File: config.mk
export PLATFORM = sky130hd
export DESIGN_NAME = nmi_irq_ctrl
export DESIGN_NICKNAME = d
export VERILOG_FILES = /design/src/nmi_irq_pkg.sv /design/src/nmi_irq_ctrl.sv
export SDC_FILE = /design/constraint.sdc
export NUM_CORES = 1
export LEC_CHECK = 0
export ABC_AREA = 1
export BUFFER_PORTS_ARGS = -buffer_cell sky130_fd_sc_hd__buf_4
export CAP_MARGIN = 40
export CORE_MARGIN = 4
export CORE_UTILIZATION = 65
export DETAILED_ROUTE_END_ITERATION = 6
export PLACE_DENSITY = 0.87
export SYNTH_ARGS = -nofsm -noshare
export SYNTH_HDL_FRONTEND = slang
export SYNTH_SLANG_ARGS = --single-unit
File: constraint.sdc
create_clock -name i_ref_clk -period 51.6 [get_ports i_ref_clk]
set_clock_uncertainty 0.2 [all_clocks]
set_input_delay 10.32 -clock i_ref_clk [delete_from_list [all_inputs] [get_ports i_ref_clk]]
set_output_delay 10.32 -clock i_ref_clk [all_outputs]
set_load 0.01 [all_outputs]
File: src/nmi_irq_pkg.sv
package nmi_irq_pkg;

   localparam int NUM_INPUTS = 16;
   localparam int PRIO_W     = 4;
   localparam int ADDR_W     = 8;
   localparam int DATA_W     = 8;

   // register offsets on the plain register port
   localparam logic [7:0] OFS_CONTROL      = 8'h00;
   localparam logic [7:0] OFS_ENABLE_STB   = 8'h01;
   localparam logic [7:0] OFS_RETURN       = 8'h02;
   localparam logic [7:0] OFS_PENDING_HIGH = 8'h03;
   localparam logic [7:0] OFS_PRIO_BASE    = 8'h04;
   localparam logic [7:0] OFS_PORT_MODE    = 8'h0c;
   localparam logic [7:0] OFS_PORT_PRESC   = 8'h0d;

   // control register bit positions
   localparam int CTL_CLEAR_BIT = 0;
   localparam int CTL_A1_BIT    = 1;
   localparam int CTL_GEN_BIT   = 2;
   localparam int CTL_DAS_BIT   = 3;
   localparam int CTL_RST_BIT   = 4;

   localparam logic       GEN_RESET       = 1'b1;
   localparam logic       DAS_RESET       = 1'b1;
   localparam logic [7:0] PRIO_RESET      = 8'h00;
   localparam logic [7:0] PORT_MODE_RESET = 8'h00;
   localparam logic [1:0] PRESC_RESET     = 2'h0;

   // vector locations: input 0 at ffe2, each next two bytes lower
   localparam logic [23:0] VEC_BASE     = 24'h00ffe2;
   localparam logic [23:0] VEC_STEP     = 24'h000002;
   // cpu vector low address for both cpu modes
   localparam logic [23:0] VEC_FETCH_EMU    = 24'h00fffa;
   localparam logic [23:0] VEC_FETCH_NATIVE = 24'h00ffea;

   // trigger encodings of a port mode field
   localparam logic [1:0] TRIG_RISE = 2'h0;
   localparam logic [1:0] TRIG_FALL = 2'h1;
   localparam logic [1:0] TRIG_BOTH = 2'h2;
   localparam logic [1:0] TRIG_OFF  = 2'h3;

   localparam int PRESC0_DIV = 4;
   localparam int PRESC1_DIV = 32;

   typedef struct packed {
      logic [ADDR_W-1:0] addr;
      logic [DATA_W-1:0] wdata;
      logic              wr;
      logic              rd;
   } reg_req_t;

   typedef struct packed {
      logic [23:0] addr;
      logic        vec_fetch;
   } cpu_bus_t;

endpackage

File: src/nmi_irq_ctrl.sv
// Our own choices: the register addresses and strobed register access.
`timescale 1ns/1ps
module nmi_irq_ctrl #(
   parameter int PRESC0_DIV = nmi_irq_pkg::PRESC0_DIV,
   parameter int PRESC1_DIV = nmi_irq_pkg::PRESC1_DIV
) (
   input  wire logic                  i_ref_clk,
   input  wire logic                  i_rst_n,
   input  wire logic                  i_clk_en,
   input  wire nmi_irq_pkg::reg_req_t i_reg,
   output logic [7:0]                 o_reg_rdata,
   input  wire nmi_irq_pkg::cpu_bus_t i_cpu,
   input  wire logic                  i_instr_done,
   output logic                       o_nmi_n,
   output logic                       o_rdy,
   output logic                       o_vec_valid,
   output logic [23:0]                o_vec_addr,
   input  wire logic [15:0]           i_direct_src,
   input  wire logic [3:0]            i_pin_irq,
   input  wire logic [31:0]           i_periph_src,
   input  wire logic [7:0]            i_opt_byte0,
   input  wire logic [7:0]            i_opt_byte1,
   input  wire logic [1:0]            i_opt_byte2
);

   // the divide counters are five bits wide
   if (PRESC0_DIV < 2 || PRESC0_DIV % 2 != 0 || PRESC0_DIV > 32 ||
       PRESC1_DIV < 2 || PRESC1_DIV % 2 != 0 || PRESC1_DIV > 32) begin
      $error("prescaler ratios must be even, from two to thirty-two");
   end

   localparam int STK_DEPTH = 15;

   typedef enum {
      ST_IDLE,
      ST_EVAL,
      ST_WAIT_FETCH,
      ST_STALL
   } fsm_t;

   typedef struct packed {
      fsm_t                 st;
      logic [7:0]           rdata;
      logic                 gen;
      logic                 das;
      logic                 one_armed;
      logic [1:0]           en_pend;
      logic [15:0]          pend_n;
      logic [63:0]          prio;
      logic [7:0]           pmode;
      logic [1:0]           presc_on;
      logic [4:0]           div0;
      logic [4:0]           div1;
      logic [3:0]           pin_s1;
      logic [3:0]           pin_s2;
      logic [3:0]           pin_prev;
      logic [3:0]           pre_prev;
      logic [15:0]          src_prev;
      logic [3:0]           lat_prio;
      logic [3:0]           lat_idx;
      logic [59:0]          stk;
      logic [3:0]           sp;
      logic                 nmi_n;
      logic                 rdy;
      logic                 vvalid;
      logic [23:0]          vaddr;
   } state_t;

   state_t q;
   state_t d;

   ////////////////////////////////////////////////////////////////////////
   function automatic logic edge_hit(input logic [1:0] mode, input logic prv, input logic cur);
      unique case (mode)
         nmi_irq_pkg::TRIG_RISE: edge_hit = !prv && cur;
         nmi_irq_pkg::TRIG_FALL: edge_hit = prv && !cur;
         nmi_irq_pkg::TRIG_BOTH: edge_hit = prv != cur;
         default:                edge_hit = 1'b0;
      endcase
   endfunction

   function automatic logic sel4(input logic [1:0] s, input logic [3:0] v);
      sel4 = v[s];
   endfunction

   function automatic logic [3:0] stack_top(input logic [59:0] stk, input logic [3:0] sp);
      stack_top = (sp == 4'h0) ? 4'h0 : stk[4*(sp-4'h1) +: 4];
   endfunction

   ////////////////////////////////////////////////////////////////////////
   logic [3:0]  pin_edge;
   logic [3:0]  pre_sig;
   logic [15:0] src;
   logic [3:0]  best_prio;
   logic [3:0]  best_idx;
   logic        wr_ctl;
   logic        rst_wr;
   logic        clr_wr;
   logic        a1_wr;
   logic        ret_wr;
   logic        fetch_seen;

   always_comb begin
      // prescaled pins toggle half way through ratio for a 50% output
      pre_sig[0] = q.presc_on[0] ? q.div0 >= 5'(PRESC0_DIV / 2) : q.pin_s2[0];
      pre_sig[1] = q.presc_on[1] ? q.div1 >= 5'(PRESC1_DIV / 2) : q.pin_s2[1];
      pre_sig[2] = q.pin_s2[2];
      pre_sig[3] = q.pin_s2[3];
      for (int p = 0; p < 4; p++) begin
         pin_edge[p] = edge_hit(q.pmode[2*p +: 2], q.pre_prev[p], pre_sig[p]);
      end
      // periph source bundle: four candidates per selector, pins folded in below
      src = i_direct_src;
      src[3]  = pin_edge[0];
      src[4]  = pin_edge[1];
      src[5]  = sel4(i_opt_byte0[1:0], i_periph_src[3:0]);
      src[6]  = sel4(i_opt_byte0[3:2], i_periph_src[7:4]);
      src[7]  = sel4(i_opt_byte0[5:4], {i_periph_src[10:8], pin_edge[3]});
      src[13] = sel4(i_opt_byte0[7:6], {pin_edge[3], i_periph_src[14:12]});
      src[14] = sel4(i_opt_byte1[1:0], i_periph_src[19:16]);
      src[15] = sel4(i_opt_byte1[3:2], {pin_edge[2], i_periph_src[22:20]});
      src[0]  = sel4(i_opt_byte1[5:4], i_periph_src[27:24]);
      src[1]  = sel4(i_opt_byte1[7:6], {i_periph_src[31:30], pin_edge[2], i_periph_src[28]});
      src[10] = sel4(i_opt_byte2, {i_periph_src[15], i_periph_src[11], i_periph_src[23], i_periph_src[29]});
      // later index wins ties because of >=
      best_prio = 4'h0;
      best_idx  = 4'h0;
      for (int n = 0; n < 16; n++) begin
         if (!q.pend_n[n] && q.prio[4*n +: 4] != 4'h0 && q.prio[4*n +: 4] >= best_prio) begin
            best_prio = q.prio[4*n +: 4];
            best_idx  = 4'(n);
         end
      end
   end

   assign wr_ctl     = i_reg.wr && i_reg.addr == nmi_irq_pkg::OFS_CONTROL;
   assign rst_wr     = wr_ctl && !i_reg.wdata[nmi_irq_pkg::CTL_RST_BIT];
   assign clr_wr     = wr_ctl && !i_reg.wdata[nmi_irq_pkg::CTL_CLEAR_BIT];
   assign a1_wr      = wr_ctl && !i_reg.wdata[nmi_irq_pkg::CTL_A1_BIT];
   assign ret_wr     = i_reg.wr && i_reg.addr == nmi_irq_pkg::OFS_RETURN;
   assign fetch_seen = i_cpu.vec_fetch && (i_cpu.addr == nmi_irq_pkg::VEC_FETCH_EMU ||
                                            i_cpu.addr == nmi_irq_pkg::VEC_FETCH_NATIVE);

   ////////////////////////////////////////////////////////////////////////
   always_comb begin
      d = q;
      d.pin_s1   = i_pin_irq;
      d.pin_s2   = q.pin_s1;
      d.pin_prev = q.pin_s2;
      d.pre_prev = pre_sig;
      d.src_prev = src;
      d.vvalid   = 1'b0;
      if (q.presc_on[0] && q.pin_s2[0] && !q.pin_prev[0]) begin
         d.div0 = (q.div0 == 5'(PRESC0_DIV - 1)) ? 5'h0 : q.div0 + 5'h1;
      end
      if (q.presc_on[1] && q.pin_s2[1] && !q.pin_prev[1]) begin
         d.div1 = (q.div1 == 5'(PRESC1_DIV - 1)) ? 5'h0 : q.div1 + 5'h1;
      end
      // requests record regardless of priority; set beats clear
      for (int n = 0; n < 16; n++) begin
         if (clr_wr) begin
            d.pend_n[n] = 1'b1;
         end
         if (src[n] && !q.src_prev[n]) begin
            d.pend_n[n] = 1'b0;
         end
      end
      if (q.en_pend != 2'h0 && i_instr_done) begin
         d.en_pend = q.en_pend - 2'h1;
         if (q.en_pend == 2'h1) begin
            d.gen = 1'b1;
         end
      end
      if (i_reg.wr) begin
         unique case (i_reg.addr)
            nmi_irq_pkg::OFS_CONTROL: begin
               d.gen = i_reg.wdata[nmi_irq_pkg::CTL_GEN_BIT];
               d.das = i_reg.wdata[nmi_irq_pkg::CTL_DAS_BIT];
               if (a1_wr) begin
                  d.one_armed = 1'b1;
                  d.gen       = 1'b1;
               end
            end
            // count this write's instruction end, then the following one
            nmi_irq_pkg::OFS_ENABLE_STB: d.en_pend = 2'h2;
            nmi_irq_pkg::OFS_PORT_MODE:  d.pmode = i_reg.wdata;
            nmi_irq_pkg::OFS_PORT_PRESC: d.presc_on = i_reg.wdata[1:0];
            default: begin
               for (int k = 0; k < 8; k++) begin
                  if (i_reg.addr == nmi_irq_pkg::OFS_PRIO_BASE + 8'(k)) begin
                     d.prio[8*k +: 8] = i_reg.wdata;
                  end
               end
            end
         endcase
      end
      if (ret_wr && q.sp != 4'h0) begin
         d.sp = q.sp - 4'h1;
      end
      unique case (q.st)
         ST_IDLE: begin
            // evaluation latch: strictly higher than stack top
            if (q.gen && best_prio > stack_top(q.stk, q.sp) && !ret_wr) begin
               d.lat_prio = best_prio;
               d.lat_idx  = best_idx;
               d.st       = ST_EVAL;
            end
         end
         ST_EVAL: begin
            // priority changes in this cycle cannot cancel the request
            d.nmi_n = 1'b0;
            // a return write in this cycle pops first, then the push lands
            if (d.sp != 4'(STK_DEPTH)) begin
               d.stk[4*d.sp +: 4] = q.lat_prio;
               d.sp = d.sp + 4'h1;
            end
            if (!q.das) begin
               d.gen       = 1'b0;
               d.one_armed = 1'b0;
            end
            d.st = ST_WAIT_FETCH;
         end
         ST_WAIT_FETCH: begin
            if (fetch_seen) begin
               d.rdy = 1'b0;
               d.st  = ST_STALL;
            end
         end
         ST_STALL: begin
            d.vaddr  = nmi_irq_pkg::VEC_BASE - 24'(q.lat_idx) * nmi_irq_pkg::VEC_STEP;
            d.vvalid = 1'b1;
            d.rdy    = 1'b1;
            d.nmi_n  = 1'b1;
            // a fresh request in the give cycle stays pending
            if (!(src[q.lat_idx] && !q.src_prev[q.lat_idx])) begin
               d.pend_n[q.lat_idx] = 1'b1;
            end
            d.st     = ST_IDLE;
         end
      endcase
      d.rdata = 8'h00;
      if (i_reg.rd) begin
         if (i_reg.addr == nmi_irq_pkg::OFS_CONTROL) begin
            d.rdata[nmi_irq_pkg::CTL_GEN_BIT] = q.gen;
            d.rdata[nmi_irq_pkg::CTL_DAS_BIT] = q.das;
         end else if (i_reg.addr == nmi_irq_pkg::OFS_RETURN) begin
            d.rdata = q.pend_n[7:0];
         end else if (i_reg.addr == nmi_irq_pkg::OFS_PENDING_HIGH) begin
            d.rdata = q.pend_n[15:8];
         end else begin
            for (int k = 0; k < 8; k++) begin
               if (i_reg.addr == nmi_irq_pkg::OFS_PRIO_BASE + 8'(k)) begin
                  d.rdata = q.prio[8*k +: 8];
               end
            end
         end
      end
      // momentary soft reset beats all else except read data, pin and edge history, the request latch, and the vector pulse and address from ST_STALL
      if (rst_wr) begin
         d.st       = ST_IDLE;
         d.gen      = nmi_irq_pkg::GEN_RESET;
         d.das      = nmi_irq_pkg::DAS_RESET;
         d.one_armed = 1'b0;
         d.en_pend  = 2'h0;
         d.pend_n   = '1;
         d.prio     = '0;
         d.pmode    = nmi_irq_pkg::PORT_MODE_RESET;
         d.presc_on = nmi_irq_pkg::PRESC_RESET;
         d.div0     = 5'h0;
         d.div1     = 5'h0;
         d.stk      = '0;
         d.sp       = 4'h0;
         d.nmi_n    = 1'b1;
         d.rdy      = 1'b1;
      end
   end

   ////////////////////////////////////////////////////////////////////////
   always_ff @(posedge i_ref_clk) begin
      if (!i_rst_n) begin
         q          <= '0;
         q.st       <= ST_IDLE;
         q.gen      <= nmi_irq_pkg::GEN_RESET;
         q.das      <= nmi_irq_pkg::DAS_RESET;
         q.pend_n   <= '1;
         q.prio     <= '0;
         q.pmode    <= nmi_irq_pkg::PORT_MODE_RESET;
         q.presc_on <= nmi_irq_pkg::PRESC_RESET;
         q.nmi_n    <= 1'b1;
         q.rdy      <= 1'b1;
      end else if (i_clk_en) begin
         q <= d;
      end
   end

   assign o_reg_rdata = q.rdata;
   assign o_nmi_n     = q.nmi_n;
   assign o_rdy       = q.rdy;
   assign o_vec_valid = q.vvalid;
   assign o_vec_addr  = q.vaddr;

endmodule

==> impl_results.html <==
<table>
<tr><th>Metric</th><th>Value</th></tr>
<tr><th colspan="2">Run status</th></tr>
<tr><td>Run status</td><td>finished clean</td></tr>
<tr><th colspan="2">Synthesis</th></tr>
<tr><td>Post-synth design cell area</td><td>14,100 um2</td></tr>
<tr><td>Top area cells in the synthesized netlist</td><td>sky130_fd_sc_hd__dfxtp_1 (32%), sky130_fd_sc_hd__nand2_1 (10%), sky130_fd_sc_hd__o21ai_0 (8.5%)</td></tr>
<tr><td>Count of cell types in the netlist</td><td>52</td></tr>
<tr><td>Area share of the largest cell type after synthesis</td><td>31.9%</td></tr>
<tr><td>Post-Synthesis Mean Instance Area</td><td>6.81 um2</td></tr>
<tr><td>Number of flops mapped to enable cells by yosys</td><td>0</td></tr>
<tr><td>Warnings, synthesis</td><td>0</td></tr>
<tr><td>Portion of the post-synthesis area used by sequential elements</td><td>31.9%</td></tr>
<tr><td>Most common flop cell mapped by yosys</td><td>sky130_fd_sc_hd__dfxtp_1</td></tr>
<tr><td>Register bit count reported by yosys</td><td>225</td></tr>
<tr><td>Share of synthesized flip-flops with an asynchronous set or reset</td><td>0%</td></tr>
<tr><td>Count of mapped cells out of synthesis</td><td>2,071</td></tr>
<tr><td>Leading area contributor after synthesis</td><td>sky130_fd_sc_hd__dfxtp_1</td></tr>
<tr><th colspan="2">Drt</th></tr>
<tr><td>Average detailed-routed wire length per instance</td><td>18.5 um</td></tr>
<tr><td>Post-DRT Antenna Nets</td><td>0</td></tr>
<tr><td>Overall routed net length</td><td>45,200 um</td></tr>
<tr><td>Total via count in the routed design</td><td>15,200</td></tr>
<tr><td>Number of DRC markers in iteration 0</td><td>1,832</td></tr>
<tr><td>Number of iterations in the first detailed-routing pass</td><td>6</td></tr>
<tr><td>Number of vias per cell after detailed routing</td><td>6.19</td></tr>
<tr><td>DRC violations left</td><td>0</td></tr>
<tr><th colspan="2">Setup path</th></tr>
<tr><td>Worst path slowest cell</td><td>sky130_fd_sc_hd__nor3_1</td></tr>
<tr><td>Type of element capturing the critical path</td><td>flip-flop</td></tr>
<tr><td>Minimum setup slack among reg-to-reg paths</td><td>30.20 ns</td></tr>
<tr><td>Top cell by count, worst path</td><td>sky130_fd_sc_hd__o21ai_0</td></tr>
<tr><td>Crit path arrival time</td><td>21.63 ns</td></tr>
<tr><td>Kind of start point of the critical path</td><td>flip-flop</td></tr>
<tr><td>Capturing point of the worst reg2reg path</td><td>q[94]$_SDFFE_PN0P_</td></tr>
<tr><td>Launch point of the worst reg-to-reg path</td><td>q[152]$_SDFFE_PN0P_</td></tr>
<tr><td>Critical Path RT</td><td>51.82 ns</td></tr>
<tr><td>Path type of the worst setup path</td><td>reg -&gt; reg</td></tr>
<tr><td>Max Fanout on Critical Path</td><td>10</td></tr>
<tr><td>Largest stage delay, worst path</td><td>0.73 ns</td></tr>
<tr><td>Worst Reg-to-Reg Cells</td><td>163</td></tr>
<tr><th colspan="2">STA</th></tr>
<tr><td>Max Slew Vio Count</td><td>0</td></tr>
<tr><td>Sum of negative setup slack</td><td>0 ns</td></tr>
<tr><td>Final Cycle Share</td><td>41.5%</td></tr>
<tr><td>Number of failing hold endpoints at the final stage</td><td>0</td></tr>
<tr><td>Unrepaired setup endpoints after global routing</td><td>false</td></tr>
<tr><td>Min cycle time layout</td><td>21.41 ns</td></tr>
<tr><td>Final hold slack</td><td>0.261 ns</td></tr>
<tr><td>Setup Viol. Count Final</td><td>0</td></tr>
<tr><td>Transition at the pin with the smallest max-transition slack</td><td>0.884 ns</td></tr>
<tr><td>Peak clock frequency supported by timing</td><td>46.7 MHz</td></tr>
<tr><td>Headroom to the max-slew limit</td><td>40.6%</td></tr>
<tr><th colspan="2">Flow run</th></tr>
<tr><td>Count of maximum capacitance violations</td><td>0</td></tr>
<tr><th colspan="2">CTS</th></tr>
<tr><td>CTS tree</td><td>yes</td></tr>
<tr><td>Total setup buffers inserted after CTS</td><td>0</td></tr>
<tr><td>Later-pin clock latency in the skew report</td><td>0.53 ns</td></tr>
<tr><td>Clock tree buffer depth</td><td>3</td></tr>
<tr><td>Number of clock sinks</td><td>225</td></tr>
<tr><td>CTS root buffer</td><td>sky130_fd_sc_hd__clkbuf_16</td></tr>
<tr><td>Quantity of gates resized following cts</td><td>0</td></tr>
<tr><td>TritonCTS Buffers</td><td>25</td></tr>
<tr><td>Number of hold buffers added after cts</td><td>0</td></tr>
<tr><td>Clock-pin slew on the worst setup and hold paths</td><td>0.07 ns</td></tr>
<tr><td>Htree depth</td><td>1</td></tr>
<tr><th colspan="2">Global routing</th></tr>
<tr><td>Overflow left after global routing</td><td>0</td></tr>
<tr><td>First-pass GRT wire length</td><td>71,600 um</td></tr>
<tr><td>Largest net degree at the start of global routing</td><td>76</td></tr>
<tr><td>Number of antenna violations at the first check in global routing</td><td>0</td></tr>
<tr><td>Total global-route track usage</td><td>36.2%</td></tr>
<tr><td>Vias in the first global route</td><td>13,800</td></tr>
<tr><th colspan="2">Final layout</th></tr>
<tr><td>Relative area change from synthesis to final layout</td><td>13.2%</td></tr>
<tr><td>Nets@finish</td><td>2,350</td></tr>
<tr><td>Antenna fix cells</td><td>0</td></tr>
<tr><td>Fraction of final layout cells sized beyond drive strength 1</td><td>12.3%</td></tr>
<tr><th colspan="2">Placed design</th></tr>
<tr><td>Quantity of I/O buffers inserted on ports</td><td>130</td></tr>
<tr><td>DP Wirelength</td><td>33,100 um</td></tr>
<tr><td>Final estimated routing congestion in global placement</td><td>0.990</td></tr>
<tr><th colspan="2">Power and ir drop</th></tr>
<tr><td>PwrDens</td><td>26.7 nW/um2</td></tr>
<tr><td>P_leak</td><td>0.00658 uW</td></tr>
<tr><td>Max VDD drop</td><td>0.0256 mV</td></tr>
<tr><th colspan="2">Die</th></tr>
<tr><td>I/O Pins</td><td>152</td></tr>
<tr><td>Effective utilization at floorplan</td><td>66.7%</td></tr>
<tr><td>Core footprint</td><td>21,200 um2</td></tr>
<tr><td>Die area</td><td>24,100 um2</td></tr>
<tr><td>Vertical extent of the die</td><td>155 um</td></tr>
<tr><td>Die X</td><td>155 um</td></tr>
<tr><td>Cell row count</td><td>53</td></tr>
<tr><th colspan="2">Min path</th></tr>
<tr><td>Min-Delay Startpoint</td><td>o_vec_valid$_SDFFE_PN0P_</td></tr>
<tr><td>Worst-case hold path end point</td><td>o_vec_valid$_SDFFE_PN0P_</td></tr>
<tr><td>Hold Path Depth</td><td>2</td></tr>
<tr><td>Type of the worst min-delay path</td><td>reg -&gt; reg</td></tr>
</table>
-- layout make-up --
cell class / instances / area (um2)
multi-input cells: 1483 / 8130
fillers: 1753 / 5180
flip-flops and latches: 225 / 4500
repair buffers: 144 / 1090
inverters: 278 / 1040
clock buffers: 35 / 733
well taps: 275 / 344
clock inverters: 10 / 133
-- per-stage QoR --
step	total power, uW	cells	util, %	setup slack, ns	instance area, um2
6_report	426	2450	75.5	30.20	16000
5_1_grt	439	2450	75.5	27.74	16000
4_1_cts	424	2450	75.5	30.44	16000
3_5_place_dp	239	2405	71.4	30.56	15100
3_3_place_gp	238	2401	71.2	31.37	15100
2_1_floorplan	218	2079	-	33.51	14100
-- how the worst max path moves through the flow --
stage | from | slack (ns) | end | depth (start not counted)
after floorplan | q[151]$_SDFFE_PN0P_ | 33.51 | q[94]$_SDFFE_PN0P_ | 161
after global placement | q[152]$_SDFFE_PN0P_ | 31.37 | q[94]$_SDFFE_PN0P_ | 163
after detailed placement | q[152]$_SDFFE_PN0P_ | 30.56 | q[94]$_SDFFE_PN0P_ | 163
after CTS | q[152]$_SDFFE_PN0P_ | 30.44 | q[94]$_SDFFE_PN0P_ | 163
after global routing | q[152]$_SDFFE_PN0P_ | 27.74 | q[94]$_SDFFE_PN0P_ | 163
final | q[152]$_SDFFE_PN0P_ | 30.20 | q[94]$_SDFFE_PN0P_ | 163
-- cells in the mapped netlist (2+ instances only) --
master                        n
sky130_fd_sc_hd__xor2_1       4
sky130_fd_sc_hd__o22ai_1     22
sky130_fd_sc_hd__nand3_2     14
sky130_fd_sc_hd__nand4_1     17
sky130_fd_sc_hd__ha_1        76
sky130_fd_sc_hd__a21oi_1    239
sky130_fd_sc_hd__nand2_4     29
sky130_fd_sc_hd__clkbuf_1    56
sky130_fd_sc_hd__nor4_1      16
sky130_fd_sc_hd__or2_2        4
sky130_fd_sc_hd__a221oi_1    11
sky130_fd_sc_hd__inv_1      270
sky130_fd_sc_hd__a32o_1       5
sky130_fd_sc_hd__a311oi_1     3
sky130_fd_sc_hd__o21a_1       2
sky130_fd_sc_hd__a32oi_1      3
sky130_fd_sc_hd__a22oi_1     16
sky130_fd_sc_hd__o21ai_1      3
sky130_fd_sc_hd__o31ai_1     19
sky130_fd_sc_hd__a211oi_1     5
sky130_fd_sc_hd__o211ai_1    28
sky130_fd_sc_hd__nor3_1      35
sky130_fd_sc_hd__nand2_2     29
sky130_fd_sc_hd__buf_1        5
sky130_fd_sc_hd__and2_1       2
sky130_fd_sc_hd__nand2_1    375
sky130_fd_sc_hd__a21boi_0     2
sky130_fd_sc_hd__dfxtp_1    225
sky130_fd_sc_hd__buf_4       32
sky130_fd_sc_hd__xnor2_1      2
sky130_fd_sc_hd__clkinv_1     7
sky130_fd_sc_hd__nor2_1     154
sky130_fd_sc_hd__a41oi_1      4
sky130_fd_sc_hd__o2111ai_1    7
sky130_fd_sc_hd__o221ai_1    15
sky130_fd_sc_hd__a31oi_1      7
sky130_fd_sc_hd__nor4b_1      2
sky130_fd_sc_hd__o21ai_0    240
sky130_fd_sc_hd__nand3_1     73
-- metal layers --
metal | vias up | track usage (%) | share of wire, %
li1 | 7180 | - | -
met2 | 933 | 54.6 | 43
met1 | 6918 | 50.4 | 40
met5 | - | 0 | 0
met4 | 0 | 13.6 | 4.2
met3 | 131 | 8.62 | 13
-- placed cells by master, fill, tap and decap left out, drive strengths merged, types with 3 or more instances in the layout --
master | Yosys | routed
nand2 | 433 | 433
inv | 271 | 273
o21ai | 243 | 243
a21oi | 240 | 240
dfxtp | 225 | 225
nor2 | 154 | 154
buf | 37 | 143
nand3 | 87 | 87
ha | 76 | 76
nor3 | 35 | 35
clkbuf | 56 | 35
o211ai | 28 | 28
o22ai | 22 | 22
o31ai | 19 | 19
nand4 | 17 | 17
nor4 | 16 | 16
a22oi | 16 | 16
o221ai | 15 | 15
clkinv | 7 | 12
a221oi | 11 | 11
conb | 1 | 9
a31oi | 7 | 7
o2111ai | 7 | 7
a32o | 5 | 5
a211oi | 5 | 5
a41oi | 4 | 4
or2 | 4 | 4
xor2 | 4 | 4
a32oi | 3 | 3
bufinv | 0 | 3
a311oi | 3 | 3
-- power breakdown --
| part | total [uW] | internal, uW | leakage, uW | switching, uW |
|---|---|---|---|---|
| Clock | 188 | 114 | 0.000433 | 74.3 |
| Combinational | 55.2 | 18.6 | 0.00433 | 36.5 |
| Sequential | 183 | 178 | 0.00182 | 4.89 |
-- worst max-delay path, delay by kind of cell (launching register included) --
family | cells | cell delay [ns]
buf+inv | 20 | 1.54
simple gates | 84 | 7.80
flops | 1 | 0.34
fa+ha+maj | 16 | 4.48
compound gates | 43 | 6.90
-- sequential cells by signal, summed over array words and instances (netlist names) --
name,cells
o_nmi_n,1
o_vec_valid,1
d,8
o_reg_rdata,8
o_vec_addr,6
q,200
o_rdy,1
-- kinds of logic after synthesis --
logic type,Yosys count,synth area share (%)
simple gates,754,24.5
xor+xnor,6,0.372
other cells,1,0.0266
buf+inv,371,10.7
fa+ha+maj,76,6.74
compound gates,638,25.7
flops,225,31.9
Note: power is estimated with default switching activity, not from simulation.
